**src/hw/aof_pkg.sv**
```systemverilog
// Constants, register map and carrier types for the output format and trim block
package aof_pkg;

  // ----------------------------------------------------------------
  // Data path geometry
  // ----------------------------------------------------------------
  localparam int DW         = 11;   // Bits per output word
  localparam int NCH        = 2;    // Channel A = 0, channel B = 1
  localparam int NPAIR      = 6;    // Differential data pairs per channel
  localparam int LAT_NORM   = 14;   // Sample clocks, full processing path
  localparam int LAT_LOW    = 10;   // Sample clocks, bypass path
  localparam int LINE_DEPTH = 14;   // Delay line entries per channel
  localparam int ACC_W      = 41;   // Offset integrator width
  localparam int OFS_W      = 5;    // Offset estimate width
  localparam int OFS_LIM    = 10;   // Estimate limit in codes, about 10 mV
  localparam int GAIN_FRAC  = 14;   // Fraction bits of the gain factor
  localparam int PIN_W      = 31;   // Width of the synchronised pin bundle

  // ----------------------------------------------------------------
  // Overdrive codes
  // ----------------------------------------------------------------
  localparam logic [DW-1:0] POS_FS_BIN  = 11'h7ff;
  localparam logic [DW-1:0] POS_FS_TWOS = 11'h3ff;
  localparam logic [DW-1:0] NEG_FS_BIN  = 11'h000;
  localparam logic [DW-1:0] NEG_FS_TWOS = 11'h400;

  // ----------------------------------------------------------------
  // Register byte offsets (bus address bits 7:0)
  // ----------------------------------------------------------------
  localparam logic [7:0] OFS_CTRL   = 8'h00;
  localparam logic [7:0] OFS_DCTRL  = 8'h04;
  localparam logic [7:0] OFS_GAIN   = 8'h08;
  localparam logic [7:0] OFS_DRIVE  = 8'h0c;
  localparam logic [7:0] OFS_STATUS = 8'h10;

  // ----------------------------------------------------------------
  // Power state codes
  // ----------------------------------------------------------------
  localparam logic [2:0] PM_A_OFF  = 3'h1;
  localparam logic [2:0] PM_B_OFF  = 3'h2;
  localparam logic [2:0] PM_AB_OFF = 3'h3;
  localparam logic [2:0] PM_DOWN   = 3'h4;
  localparam logic [2:0] PM_MUX    = 3'h7;

  // Drive current select codes
  localparam logic [1:0] CUR_3P5  = 2'h0;
  localparam logic [1:0] CUR_2P5  = 2'h1;
  localparam logic [1:0] CUR_4P5  = 2'h2;
  localparam logic [1:0] CUR_1P75 = 2'h3;

  // ----------------------------------------------------------------
  // Gain and loop tables
  // ----------------------------------------------------------------
  localparam logic [3:0]  GAIN_MAX_CODE = 4'ha;
  localparam logic [14:0] GAIN_ONE      = 15'h4000;
  localparam logic [14:0] GAIN_TABLE [0:10] = '{
    15'h4000, 15'h405f, 15'h40be, 15'h411e, 15'h417e, 15'h41de,
    15'h4240, 15'h42a2, 15'h4304, 15'h4367, 15'h43cb};
  localparam logic [4:0] TC_SHIFT [0:7] = '{
    5'h1b, 5'h1a, 5'h19, 5'h18, 5'h1c, 5'h1d, 5'h1b, 5'h1b};

  // ----------------------------------------------------------------
  // Register layouts and reset values
  // ----------------------------------------------------------------
  typedef struct packed {
    logic [2:0] power_code;
    logic       use_pins;
    logic       low_latency;
    logic       fmt_binary;
    logic       iface_lvds;
  } aof_ctrl_t;

  typedef struct packed {
    logic [2:0] dc_trim_time_const;
    logic       freeze;
    logic       ofs_en;
  } aof_dctrl_t;

  typedef struct packed {
    logic       clock_drive_level;
    logic       data_drive_level;
    logic [2:0] termination;
    logic       current_double;
    logic [1:0] lvds_current;
  } aof_drive_t;

  typedef struct packed {
    logic [NPAIR-1:0] a;
    logic [NPAIR-1:0] b;
  } aof_lvds_t;

  localparam aof_ctrl_t  CTRL_RST  = 7'h00;
  localparam aof_dctrl_t DCTRL_RST = 5'h00;
  localparam aof_drive_t DRIVE_RST = 8'h00;

endpackage

```
**src/hw/aof_core.sv**
```systemverilog
// Output formatting, offset and gain trim, CMOS and DDR output stage with bus registers
//
// Summary of operation
// DDR mode drives each channel's bits plus one shared clock on differential pairs.
// Each DDR pair carries two successive bits per sample clock period.
// Odd bits launch at forwarded clock rise, even bits at its fall.
// Receiver samples on both forwarded clock edges to recover every bit.
// Drive current defaults to 3.5 mA; 2.5, 4.5, 1.75 mA selectable.
// Doubling bit doubles drive current for data and clock pairs.
// Three termination legs, any combination, eight settings.
// Format is two's complement or straight binary, by bit or pin.
// Positive overrange gives 0x7FF binary, 0x3FF two's complement.
// Negative overrange gives 0x000 binary, 0x400 two's complement.
// Multiplexed mode only with CMOS; both channels interleave on bus B.
// In multiplexed mode all channel A pins are high impedance.
// Controller enables multiplexed mode only below 65 MSPS, by code or pins.
// Latency 14 sample clocks, or 10 in low-latency mode.
// Low-latency mode bypasses offset and gain processing.
// Offset loop estimates up to about 10 mV and subtracts it.
// Three-bit time constant selects loop length 2^24 to 2^29.
// Freeze stops estimate updates and keeps applying the last one.
// Offset correction is disabled after reset.
// Four-bit gain trim gives 0 to 0.5 dB in 0.05 dB steps, both channels.
// Separate bits raise CMOS data and clock drive strength.
// Power-state code 111 selects multiplexed output mode.
// Gain codes above 1010 mean no correction; results saturate at full scale.
`timescale 1ns/10ps
`default_nettype none
module aof_core
  import aof_pkg::*;
(
  input  wire logic            hclk,
  input  wire logic            hresetn,
  input  wire logic            hsel,
  input  wire logic [31:0]     haddr,
  input  wire logic [1:0]      htrans,
  input  wire logic            hwrite,
  input  wire logic [2:0]      hsize,
  input  wire logic [31:0]     hwdata,
  input  wire logic            hready,
  output logic      [31:0]     hrdata,
  output logic                 hreadyout,
  output logic                 hresp,
  input  wire logic            sample_clk_pin,
  input  wire logic [DW-1:0]   raw_a,
  input  wire logic [DW-1:0]   raw_b,
  input  wire logic [NCH-1:0]  over_pos,
  input  wire logic [NCH-1:0]  over_neg,
  input  wire logic            serial_enable_pin,
  input  wire logic            control_pin_one,
  input  wire logic            control_pin_two,
  input  wire logic            control_pin_three,
  output logic      [DW-1:0]   channel_a_bus,
  output logic                 channel_a_oe,
  output logic      [DW-1:0]   channel_b_bus,
  output logic                 channel_b_oe,
  output logic                 cmos_clock_out,
  output aof_lvds_t            lvds_pos,
  output aof_lvds_t            lvds_neg,
  output logic                 forwarded_clock_pos,
  output logic                 forwarded_clock_neg,
  output logic                 lvds_oe,
  output logic      [1:0]      lvds_current,
  output logic                 current_double,
  output logic      [2:0]      termination,
  output logic                 data_drive_level,
  output logic                 clock_drive_level
);

  // ----------------------------------------------------------------
  // Local constants and helpers
  // ----------------------------------------------------------------
  localparam logic signed [ACC_W-1:0] LIM_HI = ACC_W'(OFS_LIM);
  localparam logic signed [ACC_W-1:0] LIM_LO = -LIM_HI;
  localparam logic signed [27:0]      SAT_HI = 28'h00003ff;
  localparam logic signed [27:0]      SAT_LO = 28'hffffc00;

  // Bits launched on the rising clock edge: 1, 3, 5 ...
  function automatic logic [NPAIR-1:0] odd_bits(input logic [DW-1:0] w);
    logic [NPAIR-1:0] r;
    r = '0;
    for (int k = 0; k < NPAIR; k++) begin
      if (2 * k + 1 < DW) begin
        r[k] = w[2*k+1];
      end
    end
    return r;
  endfunction

  // Bits launched on the falling clock edge: 0, 2, 4 ...
  function automatic logic [NPAIR-1:0] even_bits(input logic [DW-1:0] w);
    logic [NPAIR-1:0] r;
    r = '0;
    for (int k = 0; k < NPAIR; k++) begin
      if (2 * k < DW) begin
        r[k] = w[2*k];
      end
    end
    return r;
  endfunction

  // ----------------------------------------------------------------
  // Pin synchronisers and sample clock edge detect
  // ----------------------------------------------------------------
  logic [PIN_W-1:0] pin_meta;
  logic [PIN_W-1:0] pin_sync;
  logic             sclk_prev;
  logic             rise;
  logic             fall;

  // Two stages before anything reads the pins
  always_ff @(posedge hclk or negedge hresetn) begin
    if (!hresetn) begin
      pin_meta <= '0;
      pin_sync <= '0;
    end else begin
      pin_meta <= {sample_clk_pin, raw_b, raw_a, over_neg, over_pos,
                   serial_enable_pin, control_pin_one, control_pin_two, control_pin_three};
      pin_sync <= pin_meta;
    end
  end

  // Previous sampled level of the sample clock
  always_ff @(posedge hclk or negedge hresetn) begin
    if (!hresetn) begin
      sclk_prev <= 1'b0;
    end else begin
      sclk_prev <= pin_sync[30];
    end
  end

  assign rise = pin_sync[30] & ~sclk_prev;
  assign fall = ~pin_sync[30] & sclk_prev;

  logic [DW-1:0]  raw_s [NCH];
  logic [NCH-1:0] ovp_s;
  logic [NCH-1:0] ovn_s;
  logic [2:0]     pin_code;
  logic           sen_s;

  assign raw_s[0] = pin_sync[18:8];
  assign raw_s[1] = pin_sync[29:19];
  assign ovn_s    = pin_sync[7:6];
  assign ovp_s    = pin_sync[5:4];
  assign sen_s    = pin_sync[3];
  assign pin_code = pin_sync[2:0];

  // ----------------------------------------------------------------
  // Register bus slave
  // ----------------------------------------------------------------
  aof_ctrl_t   ctrl;
  aof_dctrl_t  dctrl;
  aof_drive_t  drive;
  logic [3:0]  gain_code;
  logic        ph_valid;
  logic        ph_write;
  logic [7:0]  ph_addr;
  logic        drive_written;
  logic [31:0] next_rdata;
  logic signed [OFS_W-1:0] est [NCH];
  logic [2:0]  eff_power;
  logic        eff_binary;
  logic        mux_mode;

  // Address phase capture; zero wait states
  always_ff @(posedge hclk or negedge hresetn) begin
    if (!hresetn) begin
      ph_valid  <= 1'b0;
      ph_write  <= 1'b0;
      ph_addr   <= 8'h00;
      hreadyout <= 1'b0;
      hresp     <= 1'b0;
    end else begin
      hreadyout <= 1'b1;
      hresp     <= 1'b0;
      if (hready) begin
        ph_valid <= hsel & htrans[1];
        ph_write <= hwrite;
        ph_addr  <= haddr[7:0];
      end
    end
  end

  // Register writes in the data phase
  always_ff @(posedge hclk or negedge hresetn) begin
    if (!hresetn) begin
      ctrl          <= CTRL_RST;
      dctrl         <= DCTRL_RST;
      drive         <= DRIVE_RST;
      gain_code     <= 4'h0;
      drive_written <= 1'b0;
    end else if (ph_valid && ph_write) begin
      case (ph_addr)
        OFS_CTRL:  ctrl      <= hwdata[6:0];
        OFS_DCTRL: dctrl     <= hwdata[4:0];
        OFS_GAIN:  gain_code <= hwdata[3:0];
        OFS_DRIVE: begin
          drive         <= hwdata[7:0];
          drive_written <= 1'b1;
        end
        default: ;
      endcase
    end
  end

  // Read mux, including live offset estimates and effective mode
  always_comb begin
    next_rdata = 32'h0000_0000;
    case (haddr[7:0])
      OFS_CTRL:   next_rdata[6:0] = ctrl;
      OFS_DCTRL:  next_rdata[4:0] = dctrl;
      OFS_GAIN:   next_rdata[3:0] = gain_code;
      OFS_DRIVE:  next_rdata[7:0] = drive;
      OFS_STATUS: begin
        next_rdata[4:0]   = est[0];
        next_rdata[12:8]  = est[1];
        next_rdata[16]    = mux_mode;
        next_rdata[17]    = eff_binary;
        next_rdata[22:20] = eff_power;
      end
      default: next_rdata = 32'h0000_0000;
    endcase
  end

  // Read data is loaded at the address phase edge
  always_ff @(posedge hclk or negedge hresetn) begin
    if (!hresetn) begin
      hrdata <= 32'h0000_0000;
    end else if (hready && hsel && htrans[1] && !hwrite) begin
      hrdata <= next_rdata;
    end
  end

  assign lvds_current      = drive.lvds_current;
  assign current_double    = drive.current_double;
  assign termination       = drive.termination;
  assign data_drive_level  = drive.data_drive_level;
  assign clock_drive_level = drive.clock_drive_level;

  // ----------------------------------------------------------------
  // Effective configuration: register or parallel pins
  // ----------------------------------------------------------------
  assign eff_power  = ctrl.use_pins ? pin_code : ctrl.power_code;
  assign eff_binary = ctrl.use_pins ? sen_s : ctrl.fmt_binary;
  assign mux_mode   = !ctrl.iface_lvds && (eff_power == PM_MUX);

  logic [14:0] gain_factor;
  logic [4:0]  loop_shift;

  // Codes above the top step fall back to unity gain
  assign gain_factor = (gain_code <= GAIN_MAX_CODE) ? GAIN_TABLE[gain_code] : GAIN_ONE;
  assign loop_shift  = TC_SHIFT[dctrl.dc_trim_time_const];

  // ----------------------------------------------------------------
  // Per channel trim, format and delay line
  // ----------------------------------------------------------------
  logic [DW-1:0] tap [NCH];

  for (genvar g = 0; g < NCH; g++) begin : gen_ch
    logic signed [ACC_W-1:0] acc;
    logic signed [ACC_W-1:0] next_acc;
    logic signed [ACC_W-1:0] shifted;
    logic signed [OFS_W-1:0] next_est;
    logic signed [DW:0]      err;
    logic signed [27:0]      prod;
    logic signed [27:0]      scaled;
    logic [DW-1:0]           sat;
    logic [DW-1:0]           proc;
    logic [DW-1:0]           fmt;
    logic [DW-1:0]           dline [0:LINE_DEPTH-1];

    // Sample minus current estimate
    assign err = $signed({raw_s[g][DW-1], raw_s[g]}) -
                 $signed({{(DW+1-OFS_W){est[g][OFS_W-1]}}, est[g]});
    assign next_acc = acc + {{(ACC_W-DW-1){err[DW]}}, err};
    assign shifted  = next_acc >>> loop_shift;

    // Estimate limited to the correction range
    always_comb begin
      if (shifted > LIM_HI) begin
        next_est = LIM_HI[OFS_W-1:0];
      end else if (shifted < LIM_LO) begin
        next_est = LIM_LO[OFS_W-1:0];
      end else begin
        next_est = shifted[OFS_W-1:0];
      end
    end

    // Integrating offset loop, one step per sample
    always_ff @(posedge hclk or negedge hresetn) begin
      if (!hresetn) begin
        acc    <= '0;
        est[g] <= '0;
      end else if (!dctrl.ofs_en || ctrl.low_latency) begin
        acc    <= '0;
        est[g] <= '0;
      end else if (rise && !dctrl.freeze) begin
        acc    <= next_acc;
        est[g] <= next_est;
      end
    end

    // Gain trim and saturation to full scale
    assign prod   = err * $signed({1'b0, gain_factor});
    assign scaled = prod >>> GAIN_FRAC;
    assign sat    = (scaled > SAT_HI) ? SAT_HI[DW-1:0] :
                    (scaled < SAT_LO) ? SAT_LO[DW-1:0] : scaled[DW-1:0];
    assign proc   = ctrl.low_latency ? raw_s[g] : sat;

    // Number format with fixed overdrive codes
    always_comb begin
      if (ovp_s[g]) begin
        fmt = eff_binary ? POS_FS_BIN : POS_FS_TWOS;
      end else if (ovn_s[g]) begin
        fmt = eff_binary ? NEG_FS_BIN : NEG_FS_TWOS;
      end else begin
        fmt = eff_binary ? {~proc[DW-1], proc[DW-2:0]} : proc;
      end
    end

    // Delay line shifted once per sample clock
    always_ff @(posedge hclk or negedge hresetn) begin
      if (!hresetn) begin
        for (int i = 0; i < LINE_DEPTH; i++) begin
          dline[i] <= '0;
        end
      end else if (rise) begin
        dline[0] <= fmt;
        for (int i = 1; i < LINE_DEPTH; i++) begin
          dline[i] <= dline[i-1];
        end
      end
    end

    assign tap[g] = ctrl.low_latency ? dline[LAT_LOW-1] : dline[LAT_NORM-1];

  end

  // ----------------------------------------------------------------
  // Output stage: CMOS buses and DDR pairs
  // ----------------------------------------------------------------
  logic [DW-1:0] word [NCH];

  // Launch words on sample clock edges
  always_ff @(posedge hclk or negedge hresetn) begin
    if (!hresetn) begin
      word[0]             <= '0;
      word[1]             <= '0;
      channel_a_bus       <= '0;
      channel_b_bus       <= '0;
      cmos_clock_out      <= 1'b0;
      forwarded_clock_pos <= 1'b0;
      forwarded_clock_neg <= 1'b1;
      lvds_pos            <= '0;
      lvds_neg            <= '1;
    end else if (rise) begin
      word[0]             <= tap[0];
      word[1]             <= tap[1];
      channel_a_bus       <= tap[0];
      channel_b_bus       <= mux_mode ? tap[0] : tap[1];
      cmos_clock_out      <= 1'b0;
      forwarded_clock_pos <= 1'b1;
      forwarded_clock_neg <= 1'b0;
      lvds_pos            <= {odd_bits(tap[0]), odd_bits(tap[1])};
      lvds_neg            <= ~{odd_bits(tap[0]), odd_bits(tap[1])};
    end else if (fall) begin
      if (mux_mode) begin
        channel_b_bus <= word[1];
      end
      cmos_clock_out      <= 1'b1;
      forwarded_clock_pos <= 1'b0;
      forwarded_clock_neg <= 1'b1;
      lvds_pos            <= {even_bits(word[0]), even_bits(word[1])};
      lvds_neg            <= ~{even_bits(word[0]), even_bits(word[1])};
    end
  end

  // Output enables from interface choice and power state
  always_ff @(posedge hclk or negedge hresetn) begin
    if (!hresetn) begin
      channel_a_oe <= 1'b0;
      channel_b_oe <= 1'b0;
      lvds_oe      <= 1'b0;
    end else begin
      channel_a_oe <= !ctrl.iface_lvds && !(eff_power inside
                      {PM_A_OFF, PM_AB_OFF, PM_DOWN, PM_MUX});
      channel_b_oe <= !ctrl.iface_lvds && !(eff_power inside {PM_B_OFF, PM_AB_OFF, PM_DOWN});
      lvds_oe      <= ctrl.iface_lvds && (eff_power != PM_DOWN);
    end
  end
endmodule
`default_nettype wire

```
**config.mk**
```make
export PLATFORM = sky130hd
export DESIGN_NAME = aof_core
export DESIGN_NICKNAME = d
export VERILOG_FILES = /design/src/hw/aof_pkg.sv /design/src/hw/aof_core.sv
export SDC_FILE = /design/constraint.sdc
export NUM_CORES = 2
export LEC_CHECK = 0
export ABC_AREA = 1
export BUFFER_PORTS_ARGS = -buffer_cell sky130_fd_sc_hd__buf_2
export CAP_MARGIN = 10
export CORE_MARGIN = 3
export CORE_UTILIZATION = 50
export CTS_BUF_LIST = sky130_fd_sc_hd__clkbuf_8
export DETAILED_ROUTE_END_ITERATION = 8
export PLACE_DENSITY_LB_ADDON = 0.05
export REMOVE_ABC_BUFFERS = 1
export SLEW_MARGIN = 20
export SYNTH_ARGS = -nofsm -noshare
export SYNTH_HDL_FRONTEND = slang
export SYNTH_SLANG_ARGS = --single-unit
```
**constraint.sdc**
```tcl
create_clock -name hclk -period 17.4 [get_ports hclk]
set_clock_uncertainty 0.15 [all_clocks]
set_input_delay 0.87 -clock hclk [delete_from_list [all_inputs] [get_ports hclk]]
set_output_delay 0.87 -clock hclk [all_outputs]
set_load 0.03 [all_outputs]
```
==> qor.txt <==
setup repair after global routing missed its margin -> false
Worst Slack Setup Final -> 8.585 ns
vias -> 34,390
Final nets -> 6,108
Post-Route Utilization -> 55.18%
largest net degree at the start of global routing -> 166
total wire length -> 110.3 mm
fin crit period -> 8.815 ns
worst min path class -> in2reg
Hold Path Depth -> 1
CP required -> 17.82 ns
CP arrival -> 9.24 ns
setup TNS -> 0 ns
clock latency on the worst-skew pair -> 0.76 ns
Wirelength per Cell -> 16.47 um
hpwl dp -> 81.96 mm
power consumption -> 4.211 mW
Area growth, synth to finish -> 9.219%
H-tree levels -> 3
Worst R2R End -> gen_ch[1].dline[153]$_DFFE_PN0P_
dpl cells -> 6,511
YS warnings -> 0
synth top area cells -> dfrtp_1, nand2_1, fa_1, ha_1, inv_1
Die Wd -> 291.5 um
Yosys reg bits -> 579
EDFF count, synth -> 0
DR pass1 iterations -> 8
fmax -> 0.1134 GHz
worst-path fanout max -> 9
drt initial violations -> 2,139
CP startpoint kind -> register
CP max stage cell -> xor2_1
CTS tree -> yes
pre-CTS WS -> 8.574 ns
worst slew pin tran -> 1.065 ns
Syn Area/Cell -> 7.484 um2
Final period util -> 50.66%
Pins Over Slew Limit -> 0
outcome -> complete, no violations
core area -> 0.08068 mm2
ratio of cells with drive above 1 in the final layout -> 9.833%
reg-to-reg startpoint -> est[0]$_DFFE_PN0P_
most frequent cells in the layout -> nand2_1, inv_1, dfrtp_1
MaxCap Viol Count -> 0
port bufs -> 131
boundary pin count -> 199
ys flop type -> dfrtp_1
# rows -> 104
initial antenna violation count -> 4
Post-Layout Cell Count -> 6,697
Power per Cell Area -> 94.59 mW/mm2
routability cong. -> 0.9185
commonest non-fill, non-tap cell in the layout -> nand2_1
vias in the first global route -> 34,140
height of the chip -> 291.5 um
critical path class -> reg2reg
Starting Density -> 50.52%
Synth cell types -> 57
Final Hold Violating Endpoints -> 0
Post-synth ARST share -> 100.0%
CTS Buffer Depth -> 3
top-area cell type share of the netlist area -> 34.75%
Worst R2R Setup Slack -> 8.59 ns
Reg clk slew, reported paths -> 0.06 ns
Hold Path Sink -> pin_meta[30]$_DFF_PN0_
Max VDD drop -> 0.07217 mV
Routed Antenna Nets -> 0
Register-to-Register Path Depth -> 35
post-CTS resize count -> 0
Mapped Cells -> 5,446
sequential share of the synthesized area -> 35.59%
GR Util All Layers -> 26.27%
Vias/cell -> 5.136
Synth Cell Area -> 0.04076 mm2
Die ar. -> 0.08498 mm2
clk root buf -> clkbuf_8
CP max stage delay -> 0.60 ns
area leader, netlist -> dfrtp_1
total CTS buffers -> 98
worst rel slew slack -> 28.95%
final setup violation count -> 0
first-pass GRT wire length -> 179.7 mm
DRC viols -> 0
Num Clock Sinks -> 579
hold path start -> sample_clk_pin
nature of the critical path endpoint -> register
GR Overflow Total -> 0
LEAKAGE -> 24.88 nW
[worst max path at each step]
stage	start	to	cells past startpoint
2_1_floorplan	sclk_prev$_DFF_PN0_	gen_ch[0].acc[4]$_DFFE_PN0P_	7
3_3_place_gp	est[0]$_DFFE_PN0P_	gen_ch[1].dline[153]$_DFFE_PN0P_	36
3_5_place_dp	est[0]$_DFFE_PN0P_	gen_ch[1].dline[153]$_DFFE_PN0P_	35
4_1_cts	est[0]$_DFFE_PN0P_	gen_ch[1].dline[153]$_DFFE_PN0P_	35
5_1_grt	est[0]$_DFFE_PN0P_	gen_ch[1].dline[153]$_DFFE_PN0P_	35
6_report	est[0]$_DFFE_PN0P_	gen_ch[1].dline[153]$_DFFE_PN0P_	35
[timing repair]
| item | 4_1_cts | 5_1_grt |
|---|---|---|
| endpoints found under the setup margin | 0 | 0 |
| hold buffers | 3 | 0 |
| buffers inserted | 0 | 0 |
| endpoints found under the hold margin | 42 | 0 |
[cell families after synthesis]
group / Yosys count / share of synthesized area (%)
AND/OR/NAND/NOR: 2954 / 30.31
buffers and inverters: 879 / 8.439
flip-flops: 579 / 35.59
AO/OA/AOI/OAI: 530 / 7.423
adder cells (fa/ha/maj): 449 / 17.06
XOR/XNOR: 49 / 1.053
multiplexers: 4 / 0.1013
other: 2 / 0.01843
[sequential cells by signal, summed over array words and instances, names as in the netlist, 2 cells and up]
register / count
gen_ch.dline: 308
gen_ch.acc: 82
pin_meta: 31
pin_sync: 31
word: 22
hrdata: 18
lvds_neg: 12
lvds_pos: 12
channel_b_bus: 11
est: 10
ph_addr: 8
ctrl: 7
dctrl: 5
gain_code: 4
termination: 3
lvds_current: 2
[report_power, final]
part	total (mW)	internal (mW)	switching [mW]
Sequential	1.65	1.55	0.107
Combinational	1.27	0.411	0.861
Clock	1.28	0.700	0.585
Total	4.21	2.66	1.55
[metal layers]
layer	vias to the layer above	track usage (%)	wire, um
met1	16250	35.23	50070
met5	-	0	21
met2	744	43.67	51280
met3	206	3.426	4849
met4	4	9.860	4057
li1	17200	-	-
[stage by stage]
step,cell area (um2),hold WS (ns)
2_1_floorplan,39980,0.1812
3_3_place_gp,42380,0.1822
3_5_place_dp,42380,0.1855
4_1_cts,44500,0.03068
5_1_grt,44510,0.05201
6_report,44520,0.1112
[final cells by class]
class	instances	area (um2)
inverters	695	2616
multi-input cells	4002	22930
repair buffers	178	1039
clock buffers	126	1734
well taps	1060	1326
clock inverters	54	354.1
flip-flops and latches	579	14510
diodes	3	7.507
fillers	7947	36160
[critical path: cells and delay by family, from the launching register on]
kind / cells / cell delay [ns]
adders and majority gates: 8 / 3.45
AOI/OAI and AO/OA: 12 / 2.28
and+or+nand+nor: 8 / 0.89
xor gates and xnor gates: 2 / 0.76
DFF: 1 / 0.53
buffers and inverters: 5 / 0.53
[synthesized netlist by cell type (all sizes together), types with 14 or more instances]
master	number
a21oi	190
a32o	26
buf	63
clkbuf	121
dfrtp	566
fa	178
ha	271
inv	682
nand2	2147
nand3	346
nand4	18
nor2	398
o21a	18
o21ai	231
o21bai	14
or2	17
xnor2	22
xor2	27
No activity file was read; power rests on OpenSTA's default activity.
